--- config.mk ---
export PLATFORM = sky130hd
export DESIGN_NAME = flash_command_decoder
export DESIGN_NICKNAME = d
export VERILOG_FILES = /design/src/core/flash_host_pkg.sv /design/src/core/flash_bus_cycle.sv /design/src/core/flash_command_decoder.sv /design/src/core/flash_seq_table.sv
export SDC_FILE = /design/constraint.sdc
export NUM_CORES = 1
export LEC_CHECK = 0
export BUFFER_PORTS_ARGS = -buffer_cell sky130_fd_sc_hd__buf_2
export CAP_MARGIN = 20
export CORE_MARGIN = 1
export CORE_UTILIZATION = 50
export CTS_BUF_LIST = sky130_fd_sc_hd__clkbuf_8
export CTS_CLUSTER_SIZE = 25
export DETAILED_ROUTE_END_ITERATION = 6
export PLACE_DENSITY = 0.76
export SYNTH_ARGS = -nofsm -noshare
export SYNTH_HDL_FRONTEND = slang
export SYNTH_SLANG_ARGS = --single-unit
export TNS_END_PERCENT = 50
--- constraint.sdc ---
create_clock -name sys_clk -period 3.2 [get_ports sys_clk]
set_input_delay 0.64 -clock sys_clk [delete_from_list [all_inputs] [get_ports sys_clk]]
set_output_delay 0.64 -clock sys_clk [all_outputs]
set_load 0.01 [all_outputs]
--- src/core/flash_host_pkg.sv ---
/*
 * Shared constants and types for the host-side controller of a parallel
 * NOR flash in 16-bit word mode: command codes, unlock addresses, timing
 * counts, operation and mode enumerations, and the carrier structs.
 * Assumes a single 20 MHz system clock.
 */
package flash_host_pkg;

	localparam int ADDR_W = 26;
	localparam int DATA_W = 16;
	localparam int WC_W = 5;
	localparam int STEP_W = 6;
	localparam int CNT_W = 4;
	localparam int SECTOR_LSB = 16;
	localparam int PAGE_W = 5;

	localparam logic [ADDR_W-1:0] UNLOCK_ADDR1 = 26'h0000555;
	localparam logic [ADDR_W-1:0] UNLOCK_ADDR2 = 26'h00002AA;
	localparam logic [ADDR_W-1:0] CFI_ADDR = 26'h0000055;
	localparam logic [ADDR_W-1:0] ANY_ADDR = 26'h0000000;

	localparam logic [DATA_W-1:0] CMD_UNLOCK1 = 16'h00AA;
	localparam logic [DATA_W-1:0] CMD_UNLOCK2 = 16'h0055;
	localparam logic [DATA_W-1:0] CMD_RESET = 16'h00F0;
	localparam logic [DATA_W-1:0] CMD_AUTOSELECT = 16'h0090;
	localparam logic [DATA_W-1:0] CMD_CFI = 16'h0098;
	localparam logic [DATA_W-1:0] CMD_PROGRAM = 16'h00A0;
	localparam logic [DATA_W-1:0] CMD_BUF_LOAD = 16'h0025;
	localparam logic [DATA_W-1:0] CMD_BUF_CONFIRM = 16'h0029;
	localparam logic [DATA_W-1:0] CMD_BYPASS = 16'h0020;
	localparam logic [DATA_W-1:0] CMD_ERASE_SETUP = 16'h0080;
	localparam logic [DATA_W-1:0] CMD_SECTOR_ERASE = 16'h0030;
	localparam logic [DATA_W-1:0] CMD_CHIP_ERASE = 16'h0010;
	localparam logic [DATA_W-1:0] CMD_SUSPEND = 16'h00B0;
	localparam logic [DATA_W-1:0] CMD_RESUME = 16'h0030;
	localparam logic [DATA_W-1:0] CMD_SECURE = 16'h0088;
	localparam logic [DATA_W-1:0] CMD_EXIT = 16'h0090;
	localparam logic [DATA_W-1:0] CMD_EXIT_DATA = 16'h0000;

	localparam logic [STEP_W-1:0] BUF_DATA_STEP = 6'h04;
	localparam logic [PAGE_W-1:0] PAGE_LAST = 5'h1F;

	localparam int CLK_PERIOD_NS = 50;
	localparam int STROBE_LOW_NS = 35;
	localparam int STROBE_HIGH_NS = 30;
	localparam int DATA_SETUP_NS = 30;
	localparam int STROBE_LOW_CYC = (STROBE_LOW_NS + CLK_PERIOD_NS - 1) / CLK_PERIOD_NS;
	localparam int STROBE_HIGH_CYC = (STROBE_HIGH_NS + CLK_PERIOD_NS - 1) / CLK_PERIOD_NS;
	localparam int DATA_SETUP_CYC = (DATA_SETUP_NS + CLK_PERIOD_NS - 1) / CLK_PERIOD_NS;
	localparam int READ_WAIT_CYC = 4;

	typedef enum logic [4:0] {
		OP_READ = 5'h00,
		OP_RESET = 5'h01,
		OP_AUTOSELECT = 5'h02,
		OP_CFI = 5'h03,
		OP_PROGRAM = 5'h04,
		OP_BUF_PROGRAM = 5'h05,
		OP_ABORT_RESET = 5'h06,
		OP_BYPASS_ENTER = 5'h07,
		OP_BYPASS_PROGRAM = 5'h08,
		OP_BYPASS_SECTOR_ERASE = 5'h09,
		OP_BYPASS_CHIP_ERASE = 5'h0A,
		OP_CHIP_ERASE = 5'h0B,
		OP_SECTOR_ERASE = 5'h0C,
		OP_SUSPEND = 5'h0D,
		OP_RESUME = 5'h0E,
		OP_SECURE_ENTER = 5'h0F,
		OP_SECURE_EXIT = 5'h10
	} op_e;

	typedef enum logic [1:0] {
		MODE_ARRAY = 2'h0,
		MODE_AUTOSELECT = 2'h1,
		MODE_BYPASS = 2'h2,
		MODE_SECURE = 2'h3
	} mode_e;

	typedef struct packed {
		op_e op;
		logic [ADDR_W-1:0] addr;
		logic [DATA_W-1:0] data;
		logic [WC_W-1:0] wc;
	} req_s;

	typedef struct packed {
		logic is_read;
		logic [ADDR_W-1:0] addr;
		logic [DATA_W-1:0] data;
		logic last;
		logic from_stream;
	} cyc_s;

	typedef struct packed {
		logic ce_n;
		logic we_n;
		logic oe_n;
		logic [ADDR_W-1:0] addr;
		logic [DATA_W-1:0] dq_out;
		logic dq_oe;
	} pins_s;

endpackage : flash_host_pkg

--- src/core/flash_bus_cycle.sv ---
/*
 * One asynchronous flash bus cycle, write or read, timed in system clocks.
 * Address and data are set up, chip select with write or output enable
 * strobe low, then released. Assumes dq_in is synchronous to sys_clk.
 */
`timescale 1ns/1ps
`default_nettype none

module flash_bus_cycle
	import flash_host_pkg::*;
(
	input wire logic sys_clk,
	input wire logic arst_n,
	input wire logic start,
	input wire flash_host_pkg::cyc_s cyc,
	input wire logic [flash_host_pkg::DATA_W-1:0] dq_in,
	output flash_host_pkg::pins_s pins,
	output logic [flash_host_pkg::DATA_W-1:0] rdata,
	output logic done
);
	import flash_host_pkg::*;

	typedef enum logic [3:0] {
		E_IDLE = 4'h1,
		E_SETUP = 4'h2,
		E_STROBE = 4'h4,
		E_RECOV = 4'h8
	} bus_state_e;

	localparam logic [CNT_W-1:0] SETUP_END = CNT_W'(DATA_SETUP_CYC - 1);
	localparam logic [CNT_W-1:0] LOW_END = CNT_W'(STROBE_LOW_CYC - 1);
	localparam logic [CNT_W-1:0] READ_END = CNT_W'(READ_WAIT_CYC - 1);
	localparam logic [CNT_W-1:0] HIGH_END = CNT_W'(STROBE_HIGH_CYC - 1);

	bus_state_e state_r, state_nxt;
	logic [CNT_W-1:0] cnt_r, cnt_nxt;
	logic is_read_r, is_read_nxt;
	pins_s pins_r, pins_nxt;
	logic [DATA_W-1:0] rdata_r, rdata_nxt;
	logic done_r, done_nxt;

	always_comb
	begin
		state_nxt = state_r;
		cnt_nxt = CNT_W'(cnt_r + 1'b1);
		is_read_nxt = is_read_r;
		pins_nxt = pins_r;
		rdata_nxt = rdata_r;
		done_nxt = 1'b0;
		case (state_r)
			E_IDLE:
			begin
				cnt_nxt = '0;
				if (start)
				begin
					state_nxt = E_SETUP;
					is_read_nxt = cyc.is_read;
					pins_nxt.addr = cyc.addr;
					pins_nxt.dq_out = cyc.data;
					pins_nxt.dq_oe = ~cyc.is_read;
				end
			end
			E_SETUP:
			begin
				if (cnt_r == SETUP_END)
				begin
					state_nxt = E_STROBE;
					cnt_nxt = '0;
					pins_nxt.ce_n = 1'b0;
					pins_nxt.we_n = is_read_r;
					pins_nxt.oe_n = ~is_read_r;
				end
			end
			E_STROBE:
			begin
				if (cnt_r == (is_read_r ? READ_END : LOW_END))
				begin
					state_nxt = E_RECOV;
					cnt_nxt = '0;
					pins_nxt.ce_n = 1'b1;
					pins_nxt.we_n = 1'b1;
					pins_nxt.oe_n = 1'b1;
					if (is_read_r)
						rdata_nxt = dq_in;
				end
			end
			E_RECOV:
			begin
				if (cnt_r == HIGH_END)
				begin
					state_nxt = E_IDLE;
					cnt_nxt = '0;
					pins_nxt.dq_oe = 1'b0;
					done_nxt = 1'b1;
				end
			end
			default:
			begin
				state_nxt = E_IDLE;
				cnt_nxt = '0;
			end
		endcase
	end

	always_ff @(posedge sys_clk or negedge arst_n)
	begin
		if (!arst_n)
		begin
			state_r <= E_IDLE;
			cnt_r <= '0;
			is_read_r <= 1'b0;
			pins_r <= '{ce_n: 1'b1, we_n: 1'b1, oe_n: 1'b1, default: '0};
			rdata_r <= '0;
			done_r <= 1'b0;
		end
		else
		begin
			state_r <= state_nxt;
			cnt_r <= cnt_nxt;
			is_read_r <= is_read_nxt;
			pins_r <= pins_nxt;
			rdata_r <= rdata_nxt;
			done_r <= done_nxt;
		end
	end

	assign pins = pins_r;
	assign rdata = rdata_r;
	assign done = done_r;

endmodule : flash_bus_cycle

`default_nettype wire

--- src/core/flash_command_decoder.sv ---
/*
 * Host controller that drives a parallel NOR flash command interface.
 * It accepts one operation at a time, checks it against the tracked device
 * mode, and plays out the matching bus-cycle series on the flash pins.
 * Assumes the flash pins and stream inputs are synchronous to sys_clk.
 */
`timescale 1ns/1ps
`default_nettype none

// Behaviour
// - Every operation is issued as its exact defined address/data series.
// - After a broken series the host issues reset to restore array reads; this host never does so on its own, only on a requested reset operation.
// - All series cycles are writes unless marked read; command cycles have upper data byte zero.
// - Autoselect is AA/555, 55/2AA, 90/555 then reads of identification data.
// - Buffered program: unlock, 25 at sector, count minus one, then words.
// - All buffer words stay within the starting write-buffer page.
// - Buffer series spans 6 to 37 cycles, confirmed by 29 at sector.
// - Abort reset is AA, 55, F0 at 555; full series even in bypass.
// - Bypass entry AA, 55, 20; then two-cycle program and erase forms.
// - Leaving bypass needs 90 then 00 at any address.
// - Secured sector entry AA, 55, 88; exit unlock, 90, then 00.
module flash_command_decoder
	import flash_host_pkg::*;
(
	input wire logic sys_clk,
	input wire logic arst_n,
	input wire logic req_valid,
	input wire flash_host_pkg::req_s req,
	output logic req_ready,
	input wire logic wdata_valid,
	input wire logic [flash_host_pkg::DATA_W-1:0] wdata,
	output logic wdata_ready,
	output logic done,
	output logic refused,
	output logic rd_valid,
	output logic [flash_host_pkg::DATA_W-1:0] rdata,
	output flash_host_pkg::mode_e mode,
	output logic suspended,
	output logic flash_ce_n,
	output logic flash_we_n,
	output logic flash_oe_n,
	output logic [flash_host_pkg::ADDR_W-1:0] flash_addr,
	output logic [flash_host_pkg::DATA_W-1:0] flash_dq_out,
	output logic flash_dq_oe,
	input wire logic [flash_host_pkg::DATA_W-1:0] flash_dq_in
);
	import flash_host_pkg::*;

	typedef enum logic [3:0] {
		ST_IDLE = 4'h1,
		ST_FETCH = 4'h2,
		ST_ISSUE = 4'h4,
		ST_WAIT = 4'h8
	} host_state_e;

	host_state_e state_r, state_nxt;
	req_s req_r, req_nxt;
	logic [STEP_W-1:0] step_r, step_nxt;
	logic [DATA_W-1:0] word_r, word_nxt;
	mode_e mode_r, mode_nxt;
	logic susp_r, susp_nxt;
	logic req_ready_r, req_ready_nxt;
	logic wdata_ready_r, wdata_ready_nxt;
	logic done_r, done_nxt;
	logic refused_r, refused_nxt;
	logic rd_valid_r, rd_valid_nxt;
	logic [DATA_W-1:0] rdata_r, rdata_nxt;
	logic start_r, start_nxt;

	cyc_s cyc;
	pins_s pins;
	logic [DATA_W-1:0] bus_rdata;
	logic bus_done;
	logic legal;
	logic page_fits;

	flash_seq_table u_table (
		.op(req_r.op),
		.mode(mode_r),
		.step(step_r),
		.req(req_r),
		.word(word_r),
		.cyc(cyc)
	);

	flash_bus_cycle u_bus (
		.sys_clk(sys_clk),
		.arst_n(arst_n),
		.start(start_r),
		.cyc(cyc),
		.dq_in(flash_dq_in),
		.pins(pins),
		.rdata(bus_rdata),
		.done(bus_done)
	);

	assign page_fits = ({1'b0, req.addr[PAGE_W-1:0]} + {1'b0, req.wc}) <= {1'b0, PAGE_LAST};

	// Mode gating keeps the host from sending a series that the device would take as
	// out of order in its present mode, except bypass erases issued while suspended.
	always_comb
	begin
		legal = 1'b0;
		case (mode_r)
			MODE_BYPASS:
			begin
				legal = (req.op == OP_BYPASS_PROGRAM) || (req.op == OP_BYPASS_SECTOR_ERASE) ||
					(req.op == OP_BYPASS_CHIP_ERASE) || (req.op == OP_RESET) ||
					(req.op == OP_ABORT_RESET) || (req.op == OP_READ) ||
					(req.op == OP_SUSPEND) || (req.op == OP_RESUME && susp_r);
			end
			MODE_AUTOSELECT:
			begin
				legal = (req.op == OP_READ) || (req.op == OP_RESET) ||
					(req.op == OP_CFI) || (req.op == OP_AUTOSELECT);
			end
			MODE_SECURE:
			begin
				legal = (req.op == OP_READ) || (req.op == OP_PROGRAM) ||
					(req.op == OP_RESET) || (req.op == OP_SECURE_EXIT);
			end
			default:
			begin
				legal = (req.op != OP_BYPASS_PROGRAM) && (req.op != OP_BYPASS_SECTOR_ERASE) &&
					(req.op != OP_BYPASS_CHIP_ERASE) && (req.op != OP_SECURE_EXIT);
				if (req.op == OP_RESUME)
					legal = susp_r;
				if (susp_r && (req.op == OP_CHIP_ERASE || req.op == OP_SECTOR_ERASE))
					legal = 1'b0;
			end
		endcase
		if (req.op == OP_BUF_PROGRAM && !page_fits)
			legal = 1'b0;
	end

	always_comb
	begin
		state_nxt = state_r;
		req_nxt = req_r;
		step_nxt = step_r;
		word_nxt = word_r;
		mode_nxt = mode_r;
		susp_nxt = susp_r;
		req_ready_nxt = 1'b0;
		wdata_ready_nxt = 1'b0;
		done_nxt = 1'b0;
		refused_nxt = 1'b0;
		rd_valid_nxt = 1'b0;
		rdata_nxt = rdata_r;
		start_nxt = 1'b0;
		case (state_r)
			ST_IDLE:
			begin
				req_ready_nxt = 1'b1;
				if (req_valid && req_ready_r)
				begin
					req_ready_nxt = 1'b0;
					if (legal)
					begin
						req_nxt = req;
						step_nxt = '0;
						state_nxt = ST_FETCH;
					end
					else
					begin
						refused_nxt = 1'b1;
					end
				end
			end
			ST_FETCH:
			begin
				if (!cyc.from_stream)
				begin
					state_nxt = ST_ISSUE;
				end
				else if (wdata_valid && wdata_ready_r)
				begin
					word_nxt = wdata;
					state_nxt = ST_ISSUE;
				end
				else
				begin
					wdata_ready_nxt = 1'b1;
				end
			end
			ST_ISSUE:
			begin
				start_nxt = 1'b1;
				state_nxt = ST_WAIT;
			end
			ST_WAIT:
			begin
				if (bus_done)
				begin
					if (cyc.is_read)
					begin
						rdata_nxt = bus_rdata;
						rd_valid_nxt = 1'b1;
					end
					if (cyc.last)
					begin
						state_nxt = ST_IDLE;
						done_nxt = 1'b1;
						case (req_r.op)
							OP_RESET, OP_SECURE_EXIT:
								mode_nxt = MODE_ARRAY;
							OP_ABORT_RESET:
								mode_nxt = (mode_r == MODE_BYPASS) ? MODE_BYPASS : MODE_ARRAY;
							OP_AUTOSELECT:
								mode_nxt = MODE_AUTOSELECT;
							OP_BYPASS_ENTER:
								mode_nxt = MODE_BYPASS;
							OP_SECURE_ENTER:
								mode_nxt = MODE_SECURE;
							OP_SUSPEND:
								susp_nxt = 1'b1;
							OP_RESUME:
								susp_nxt = 1'b0;
							default:
								mode_nxt = mode_r;
						endcase
					end
					else
					begin
						step_nxt = STEP_W'(step_r + 1'b1);
						state_nxt = ST_FETCH;
					end
				end
			end
			default:
			begin
				state_nxt = ST_IDLE;
			end
		endcase
	end

	always_ff @(posedge sys_clk or negedge arst_n)
	begin
		if (!arst_n)
		begin
			state_r <= ST_IDLE;
			req_r <= '0;
			step_r <= '0;
			word_r <= '0;
			mode_r <= MODE_ARRAY;
			susp_r <= 1'b0;
			req_ready_r <= 1'b0;
			wdata_ready_r <= 1'b0;
			done_r <= 1'b0;
			refused_r <= 1'b0;
			rd_valid_r <= 1'b0;
			rdata_r <= '0;
			start_r <= 1'b0;
		end
		else
		begin
			state_r <= state_nxt;
			req_r <= req_nxt;
			step_r <= step_nxt;
			word_r <= word_nxt;
			mode_r <= mode_nxt;
			susp_r <= susp_nxt;
			req_ready_r <= req_ready_nxt;
			wdata_ready_r <= wdata_ready_nxt;
			done_r <= done_nxt;
			refused_r <= refused_nxt;
			rd_valid_r <= rd_valid_nxt;
			rdata_r <= rdata_nxt;
			start_r <= start_nxt;
		end
	end

	assign req_ready = req_ready_r;
	assign wdata_ready = wdata_ready_r;
	assign done = done_r;
	assign refused = refused_r;
	assign rd_valid = rd_valid_r;
	assign rdata = rdata_r;
	assign mode = mode_r;
	assign suspended = susp_r;
	assign flash_ce_n = pins.ce_n;
	assign flash_we_n = pins.we_n;
	assign flash_oe_n = pins.oe_n;
	assign flash_addr = pins.addr;
	assign flash_dq_out = pins.dq_out;
	assign flash_dq_oe = pins.dq_oe;

endmodule : flash_command_decoder

`default_nettype wire

--- src/core/flash_seq_table.sv ---
/*
 * Combinational table that turns an operation, the current device mode and
 * a step index into one bus cycle: read or write, address, data, last flag.
 * Assumes the caller holds op, mode, step and the request stable.
 */
`timescale 1ns/1ps
`default_nettype none

module flash_seq_table
	import flash_host_pkg::*;
(
	input wire flash_host_pkg::op_e op,
	input wire flash_host_pkg::mode_e mode,
	input wire logic [flash_host_pkg::STEP_W-1:0] step,
	input wire flash_host_pkg::req_s req,
	input wire logic [flash_host_pkg::DATA_W-1:0] word,
	output flash_host_pkg::cyc_s cyc
);
	import flash_host_pkg::*;

	logic [ADDR_W-1:0] sector_addr;
	logic [STEP_W-1:0] buf_idx;
	logic [STEP_W-1:0] buf_last;
	logic [ADDR_W-1:0] buf_addr;

	assign sector_addr = {req.addr[ADDR_W-1:SECTOR_LSB], {SECTOR_LSB{1'b0}}};
	assign buf_idx = STEP_W'(step - BUF_DATA_STEP);
	assign buf_last = STEP_W'(BUF_DATA_STEP + STEP_W'(req.wc));
	assign buf_addr = {req.addr[ADDR_W-1:PAGE_W], PAGE_W'(req.addr[PAGE_W-1:0] + buf_idx[PAGE_W-1:0])};

	always_comb
	begin
		cyc = '0;
		cyc.addr = UNLOCK_ADDR1;
		cyc.data = CMD_UNLOCK1;
		if (step == 6'h01 || step == 6'h04)
		begin
			cyc.addr = UNLOCK_ADDR2;
			cyc.data = CMD_UNLOCK2;
		end
		case (op)
			OP_READ:
			begin
				cyc.is_read = 1'b1;
				cyc.addr = req.addr;
				cyc.last = 1'b1;
			end
			OP_RESET, OP_SECURE_EXIT:
			begin
				if (mode == MODE_BYPASS && op == OP_RESET)
				begin
					cyc.addr = ANY_ADDR;
					cyc.data = (step == 6'h00) ? CMD_EXIT : CMD_EXIT_DATA;
					cyc.last = (step == 6'h01);
				end
				else if (mode == MODE_SECURE || op == OP_SECURE_EXIT)
				begin
					if (step == 6'h02)
						cyc.data = CMD_EXIT;
					if (step == 6'h03)
					begin
						cyc.addr = ANY_ADDR;
						cyc.data = CMD_EXIT_DATA;
						cyc.last = 1'b1;
					end
				end
				else
				begin
					cyc.addr = ANY_ADDR;
					cyc.data = CMD_RESET;
					cyc.last = 1'b1;
				end
			end
			OP_AUTOSELECT:
			begin
				if (step == 6'h02)
					cyc.data = CMD_AUTOSELECT;
				if (step == 6'h03)
				begin
					cyc.is_read = 1'b1;
					cyc.addr = req.addr;
					cyc.last = 1'b1;
				end
			end
			OP_CFI:
			begin
				cyc.addr = CFI_ADDR;
				cyc.data = CMD_CFI;
				cyc.last = 1'b1;
			end
			OP_PROGRAM:
			begin
				if (step == 6'h02)
					cyc.data = CMD_PROGRAM;
				if (step == 6'h03)
				begin
					cyc.addr = req.addr;
					cyc.data = req.data;
					cyc.last = 1'b1;
				end
			end
			OP_BUF_PROGRAM:
			begin
				if (step == 6'h02)
				begin
					cyc.addr = sector_addr;
					cyc.data = CMD_BUF_LOAD;
				end
				else if (step == 6'h03)
				begin
					cyc.addr = sector_addr;
					cyc.data = DATA_W'(req.wc);
				end
				else if (step >= BUF_DATA_STEP && step <= buf_last)
				begin
					cyc.addr = buf_addr;
					cyc.data = word;
					cyc.from_stream = 1'b1;
				end
				else if (step > buf_last)
				begin
					cyc.addr = sector_addr;
					cyc.data = CMD_BUF_CONFIRM;
					cyc.last = 1'b1;
				end
			end
			OP_ABORT_RESET:
			begin
				if (step == 6'h02)
				begin
					cyc.data = CMD_RESET;
					cyc.last = 1'b1;
				end
			end
			OP_BYPASS_ENTER:
			begin
				if (step == 6'h02)
				begin
					cyc.data = CMD_BYPASS;
					cyc.last = 1'b1;
				end
			end
			OP_BYPASS_PROGRAM:
			begin
				cyc.addr = (step == 6'h00) ? ANY_ADDR : req.addr;
				cyc.data = (step == 6'h00) ? CMD_PROGRAM : req.data;
				cyc.last = (step == 6'h01);
			end
			OP_BYPASS_SECTOR_ERASE, OP_BYPASS_CHIP_ERASE:
			begin
				cyc.addr = ANY_ADDR;
				cyc.data = CMD_ERASE_SETUP;
				if (step == 6'h01)
				begin
					cyc.addr = (op == OP_BYPASS_SECTOR_ERASE) ? sector_addr : ANY_ADDR;
					cyc.data = (op == OP_BYPASS_SECTOR_ERASE) ? CMD_SECTOR_ERASE : CMD_CHIP_ERASE;
					cyc.last = 1'b1;
				end
			end
			OP_CHIP_ERASE, OP_SECTOR_ERASE:
			begin
				if (step == 6'h02)
					cyc.data = CMD_ERASE_SETUP;
				if (step == 6'h05)
				begin
					cyc.addr = (op == OP_SECTOR_ERASE) ? sector_addr : UNLOCK_ADDR1;
					cyc.data = (op == OP_SECTOR_ERASE) ? CMD_SECTOR_ERASE : CMD_CHIP_ERASE;
					cyc.last = 1'b1;
				end
			end
			OP_SUSPEND, OP_RESUME:
			begin
				cyc.addr = ANY_ADDR;
				cyc.data = (op == OP_SUSPEND) ? CMD_SUSPEND : CMD_RESUME;
				cyc.last = 1'b1;
			end
			OP_SECURE_ENTER:
			begin
				if (step == 6'h02)
				begin
					cyc.data = CMD_SECURE;
					cyc.last = 1'b1;
				end
			end
			default:
			begin
				cyc.last = 1'b1;
			end
		endcase
	end

endmodule : flash_seq_table

`default_nettype wire

After elaboration in Yosys (flattened, before gate mapping)
Cells that the tools add are included.

Register bits: 175. Bits in latches: 0. Memory bits (writable): 0. ROM bits: 0. Input port bits: 88. Output and inout bits: 70. Word-level logic and storage cells: 239. Memories kept: 0.

Add/sub/neg operators: 6. Multipliers: 0. Div/mod/pow operators: 0. $lt $le $gt $ge: 4. Equal/unequal tests: 60. Shift operators: 0. Muxes and demuxes: 87. Bitwise gates (word level): 2. Reductions and logical operators: 53.

Operators by type and width (number): case mux 26 bit (10 select lines) (1); 2-to-1 mux 43 bit (6); case mux 16 bit (12 select lines) (1); 2-to-1 mux 42 bit (3); 2-to-1 mux 26 bit (3); equality test 5 x 4 -> 1 bit (second input constant) (15); 2-to-1 mux 16 bit (4); 2-to-1 mux 27 bit (2); 2-to-1 mux 17 bit (3); 2-to-1 mux 4 bit (11); 2-to-1 mux 6 bit (6); equality test 5 x 3 -> 1 bit (second input constant) (7); case mux 4 bit (4 select lines) (2); 2-to-1 mux 28 bit (1); 2-to-1 mux 1 bit (26); equality test 5 x 2 -> 1 bit (second input constant) (4); AND reduction 3 bit (6); logical OR 1 bit (16); 2-to-1 mux 8 bit (2); AND reduction 4 bit (4); != test 5 x 4 -> 1 bit (second input constant) (3); equality test 6 x 2 -> 1 bit (second input constant) (2); equality test 6 x 3 -> 1 bit (second input constant) (2); case mux 6 bit (2 select lines) (1); other kinds (43) (81).

Depth between registers and ports, before layout
Depth in word-level cells: 13. Depth in mapped cells: 11. Depth with buffers taken out: 10.

Hierarchy
From an unflattened synthesis, not the netlist that was laid out.

Cell total of the unflattened synthesis: 884. Area total of the unflattened synthesis: 9670.5 um^2.

By module, submodules not included: flash_command_decoder (instances 1, cells each 318, area each 4315.4 um^2, seq. area each 2578.7 um^2); flash_bus_cycle (instances 1, cells each 205, area each 3060.4 um^2, seq. area each 1806.7 um^2); flash_seq_table (instances 1, cells each 361, area each 2294.7 um^2, seq. area each 0.0 um^2).

Worst setup path before layout
No wires, ideal clock.

Path kind: reg-to-reg. Start point: reg req_r[2] in the netlist's numbering. End point: reg word_r[10]. Library setup time: 128 ps. Data arrival time: 2659 ps. Setup slack: 413 ps. Stages on the path, launching flop included: 11. Path buffers: 1. Cells stage by stage: dfrtp_1 ha_1 xnor2_1 ha_1 and4_1 o21ai_1 a32oi_1 nor3_1 nor3b_4 buf_4 mux2_1.

Longest elaborated chain between the ends: 8.

RTL lines: from (decl) (RTL line flash_command_decoder.sv:57) `req_s req_r, req_nxt;`; from (signal assigned) (RTL line flash_command_decoder.sv:258) `req_r <= req_nxt;`; adder 3 x 5 -> 6 bit (RTL line flash_seq_table.sv:28) `assign buf_last = STEP_W'(BUF_DATA_STEP + STEP_W'(req.wc));`; <= comparator 6 bit (RTL line flash_seq_table.sv:114) `else if (step >= BUF_DATA_STEP && step <= buf_last)`; logical AND 1 bit (RTL line flash_seq_table.sv:114); 2-to-1 mux 1 bit (RTL line flash_seq_table.sv:114); 2-to-1 mux 2 bit (RTL line flash_seq_table.sv:109) `else if (step == 6'h03)`; 2-to-1 mux 2 bit (RTL line flash_seq_table.sv:104) `if (step == 6'h02)`; 2-to-1 mux 1 bit (RTL line flash_seq_table.sv:41) `case (op)`; AND reduction 3 bit (no line); to (signal assigned) (RTL line flash_command_decoder.sv:260) `word_r <= word_nxt;`; to (decl) (RTL line flash_command_decoder.sv:59) `logic [DATA_W-1:0] word_r, word_nxt;`.

No other way between the ends. A chain may end at the register's enable or synchronous reset.

Final worst setup path
Start point: reg step_r[2]. End point: reg u_bus.pins_r (netlist bit u_bus.pins[21]).

Longest elaborated chain between the ends: 8. Elaborated cells between the ends (all ways): 27.

RTL lines: from (decl) (RTL line flash_command_decoder.sv:58) `logic [STEP_W-1:0] step_r, step_nxt;`; from (signal assigned) (RTL line flash_command_decoder.sv:259) `step_r <= step_nxt;`; parallel branches: the longest is 7 deep, another holds subtractor 5 x 3 -> 5 bit; case mux 26 bit (10 select lines) * (RTL line flash_seq_table.sv:41); to (signal assigned) (RTL line flash_bus_cycle.sv:121) `pins_r <= pins_nxt;`; to (decl) (RTL line flash_bus_cycle.sv:38) `pins_s pins_r, pins_nxt;`.

Mark *: on every way between the ends.

==> results.py <==
metrics = {
    "die": {
        "ios": 158,
        "fp.dieW_um": 138,
        "start_util_pct": 51.5,
        "design.core.area_um2": 18100,
        "die_height_um": 138,
        "design.die.area_um2": 19200,
        "rows": 49,
    },
    "worst_setup_path": {
        "worst_setup_path_start_kind": "flip-flop",
        "critPathMaxStageDelay_ns": 0.60,
        "crit_family": "compound AO/OA/AOI/OAI gates",
        "criticalPathCategory": "reg2reg",
        "worstSetupEndpointType": "flip-flop",
        "cp_max_fo": 9,
        "critPathRequiredTime_ns": 3.55,
        "cp_data_arrival_time_ns": 3.26,
        "crit_slowest_cell": "dfrtp_1",
        "path_cells": "inv_1 > ha_1 > inv_1 > ha_1 > a21o_1 > a21oi_1 > xnor2_1 > a211o_1 > a221oi_1 > o21ai_1",
        "path_buf_inv": 2,
    },
    "finish": {
        "nNetsFinal": 1130,
        "final_layout_size_suffix_gt1_share_pct": 31.1,
        "seq_area_um2": 4390,
        "layout_commonest_cell": "dfrtp_1",
        "multiInputGateArea_um2": 4590,
        "layout_common_cells": "dfrtp_1 (170), buf_2 (156), nand2_1 (71), nor2_1 (66), mux2_4 (46)",
        "syn_to_final_growth_pct": 16.2,
        "antennaDiodeCount": 0,
        "fill_cells": 1510,
    },
    "clocking": {
        "cts_setup_buffers": 0,
        "cts.sinks": 175,
        "cts_tree": "yes",
        "clk_pin_slew_ns": 0.10,
        "cts-root-buf": "clkbuf_8",
        "clockBufferDepth": 2,
        "ctsHoldBuffers": 0,
        "htreeDepth": 4,
        "post_cts_resized": 0,
        "clock_latency_ns": 0.48,
        "numCtsBuffers": 17,
    },
    "placement": {
        "portBuffers": 157,
        "hpwl_um": 17900,
        "gp_congestion": 0.973,
        "place_ws_ns": 0.401,
    },
    "grt": {
        "grt_max_degree": 64,
        "grt-ovfl-total": 0,
        "grt_use_total_pct": 26.4,
        "antenna_found_initial": 0,
        "grt_pass1_vias": 7464,
        "grt_pass1_wl_um": 39900,
    },
    "drt": {
        "vias": 7492,
        "wirelength_um": 24500,
        "wire_per_inst_um": 19.5,
        "drc": 23,
        "ant_nets": 0,
        "viasPerCell": 5.96,
        "first_pass_iters": 7,
        "drtIter0Drc": 691,
    },
    "synthesis": {
        "synth_edf_count": 0,
        "synth_compound_area_share_pct": 16.3,
        "ys_ff_latch": 175,
        "seq_area_frac_synth_pct": 47.1,
        "synth.distinct_cells": 87,
        "synth_area_um2": 9310,
        "synth.area.mux_share_pct": 14.1,
        "synthAdderAreaFrac_pct": 3.57,
        "synthSimpleGateAreaFrac_pct": 14.2,
        "yosysWarnings": 0,
        "synth_xor_area_share_pct": 0.940,
        "ys_async_sr_fraction_pct": 100,
        "synthCells": 854,
        "postSynthAreaPerCell_um2": 10.9,
        "ys.flop_type": "dfrtp_1",
        "syn-num-nets": 968,
        "synth_top_family_by_area": "compound AO/OA/AOI/OAI gates",
    },
    "status": {
        "violations": "design-rule violations",
        "status": "finished, violations left",
    },
    "timing": {
        "setup_viol_count_final": 0,
        "finalClockSkew_ns": 0.0180,
        "tightest_slew_ns": 0.865,
        "whs_ns": 0.121,
        "setup_tns_ns": 0,
        "hold_viol_final": 0,
        "rsz0062_at_grt": "no",
        "min_period_over_period_pct": 91.0,
        "fin_ws_ns": 0.288,
        "maxSlewViolCount": 0,
        "relSlewSlack_pct": 41.9,
        "fin_crit_ns": 2.91,
        "max_freq_mhz": 343,
    },
    "hold_path": {
        "hold_class": "in2async",
    },
    "pwr": {
        "p_per_area_nw_per_um2": 711,
        "ir_worst_vdd_v": 0.000546,
        "p_leak_nw": 5.31,
        "p_total_w": 0.00770,
    },
    "flow_run": {
        "maxCapViolCount": 0,
    },
}
[worst register-to-register path: cells and delay by family (launching register included)]
kind	cells	cell delay, ns
flops	1	0.60
fa+ha+maj	2	0.67
xor+xnor	1	0.14
compound gates	5	1.07
buf+inv	2	0.31
[power breakdown]
group          internal [W]  switching, W
registers           0.00273      0.000522
clock network      0.000579      0.000937
logic               0.00142       0.00151
[synth_stat cells (all sizes together) (5+ instances only)]
cell type / count / share of area [%]
a221oi: 10 / 0.94
mux2: 98 / 14
nand3: 18 / 0.97
o21ai: 53 / 2.8
o31ai: 8 / 0.64
clkbuf: 17 / 0.69
a32oi: 6 / 0.64
nand2b: 8 / 0.62
nor3: 15 / 0.93
a21o: 5 / 0.40
a21oi: 44 / 2.4
and2: 8 / 0.54
a22o: 17 / 1.6
o21bai: 5 / 0.40
dfrtp: 170 / 46
nor2b: 10 / 0.70
nor2: 68 / 2.8
ha: 25 / 3.4
or3: 7 / 0.47
inv: 27 / 1.1
nand3b: 6 / 0.48
nand2: 71 / 2.9
a211o: 5 / 0.47
xnor2: 7 / 0.66
nor4: 8 / 0.77
dfstp: 5 / 1.4
buf: 29 / 2.0
nor3b: 6 / 0.60
o211ai: 9 / 0.73
a31oi: 5 / 0.50
a211oi: 12 / 1.1
[registers in the layout, summed over array words and instances (netlist names)]
signal           flops
done                 1
mode                 2
rd_valid             1
rdata               16
refused              1
req_r               52
req_ready            1
start_r              1
state_r              4
step_r               6
suspended            1
u_bus.cnt_r          4
u_bus.done           1
u_bus.is_read_r      1
u_bus.pins          46
u_bus.rdata         16
u_bus.state_r        4
wdata_ready          1
word_r              16
[area by class of cell]
cell class                 instances  area share [%]
clock inverter                    15            1.40
sequential                       175            40.5
clock buffer                      17            2.16
multi-input combinational        606            42.4
inverter                          27           0.937
timing repair buffer             189            9.89
tap                              229            2.65
[path summary, 6_finish.rpt]
path / from / endpoint / slack (ns) / cells after the start
max: step_r[2] / u_bus.pins[21] / 0.29 / 10
min: arst_n / rdata[1] / 0.12 / 1
max reg2reg: step_r[2] / u_bus.pins[21] / 0.29 / 10
min reg2reg: rdata[15] / rdata[15] / 0.49 / 1
max in group asynchronous: arst_n / u_bus.pins[36] / 2.23 / 2
min in group sys_clk: wdata[8] / word_r[8] / 0.36 / 2
[cell families (layout without fill, tap and decap cells)]
kind of cell / after synthesis / count (layout)
AO/OA/AOI/OAI: 216 / 216
XOR/XNOR: 10 / 10
adder cells (fa/ha/maj): 26 / 26
buffers and inverters: 73 / 248
flip-flops: 175 / 175
multiplexers: 102 / 102
AND/OR/NAND/NOR: 252 / 252
[layer usage]
layer / routed length, um / track usage (%) / vias up
met5: 0 / 0 / -
met4: 490 / 9.23 / 0
li1: - / - / 3454
met2: 11500 / 42.1 / 329
met1: 10800 / 35.9 / 3669
met3: 1760 / 5.47 / 40
[metrics by stage]
stage	std cells	util, %	cell area [um2]
final	1258	59.8	10800
after global routing	1258	59.8	10800
after CTS	1258	59.8	10800
after detailed placement	1226	57.7	10400
after global placement	1226	57.7	10400
after floorplan	854	-	9310
(Power assumes the default switching activity.)
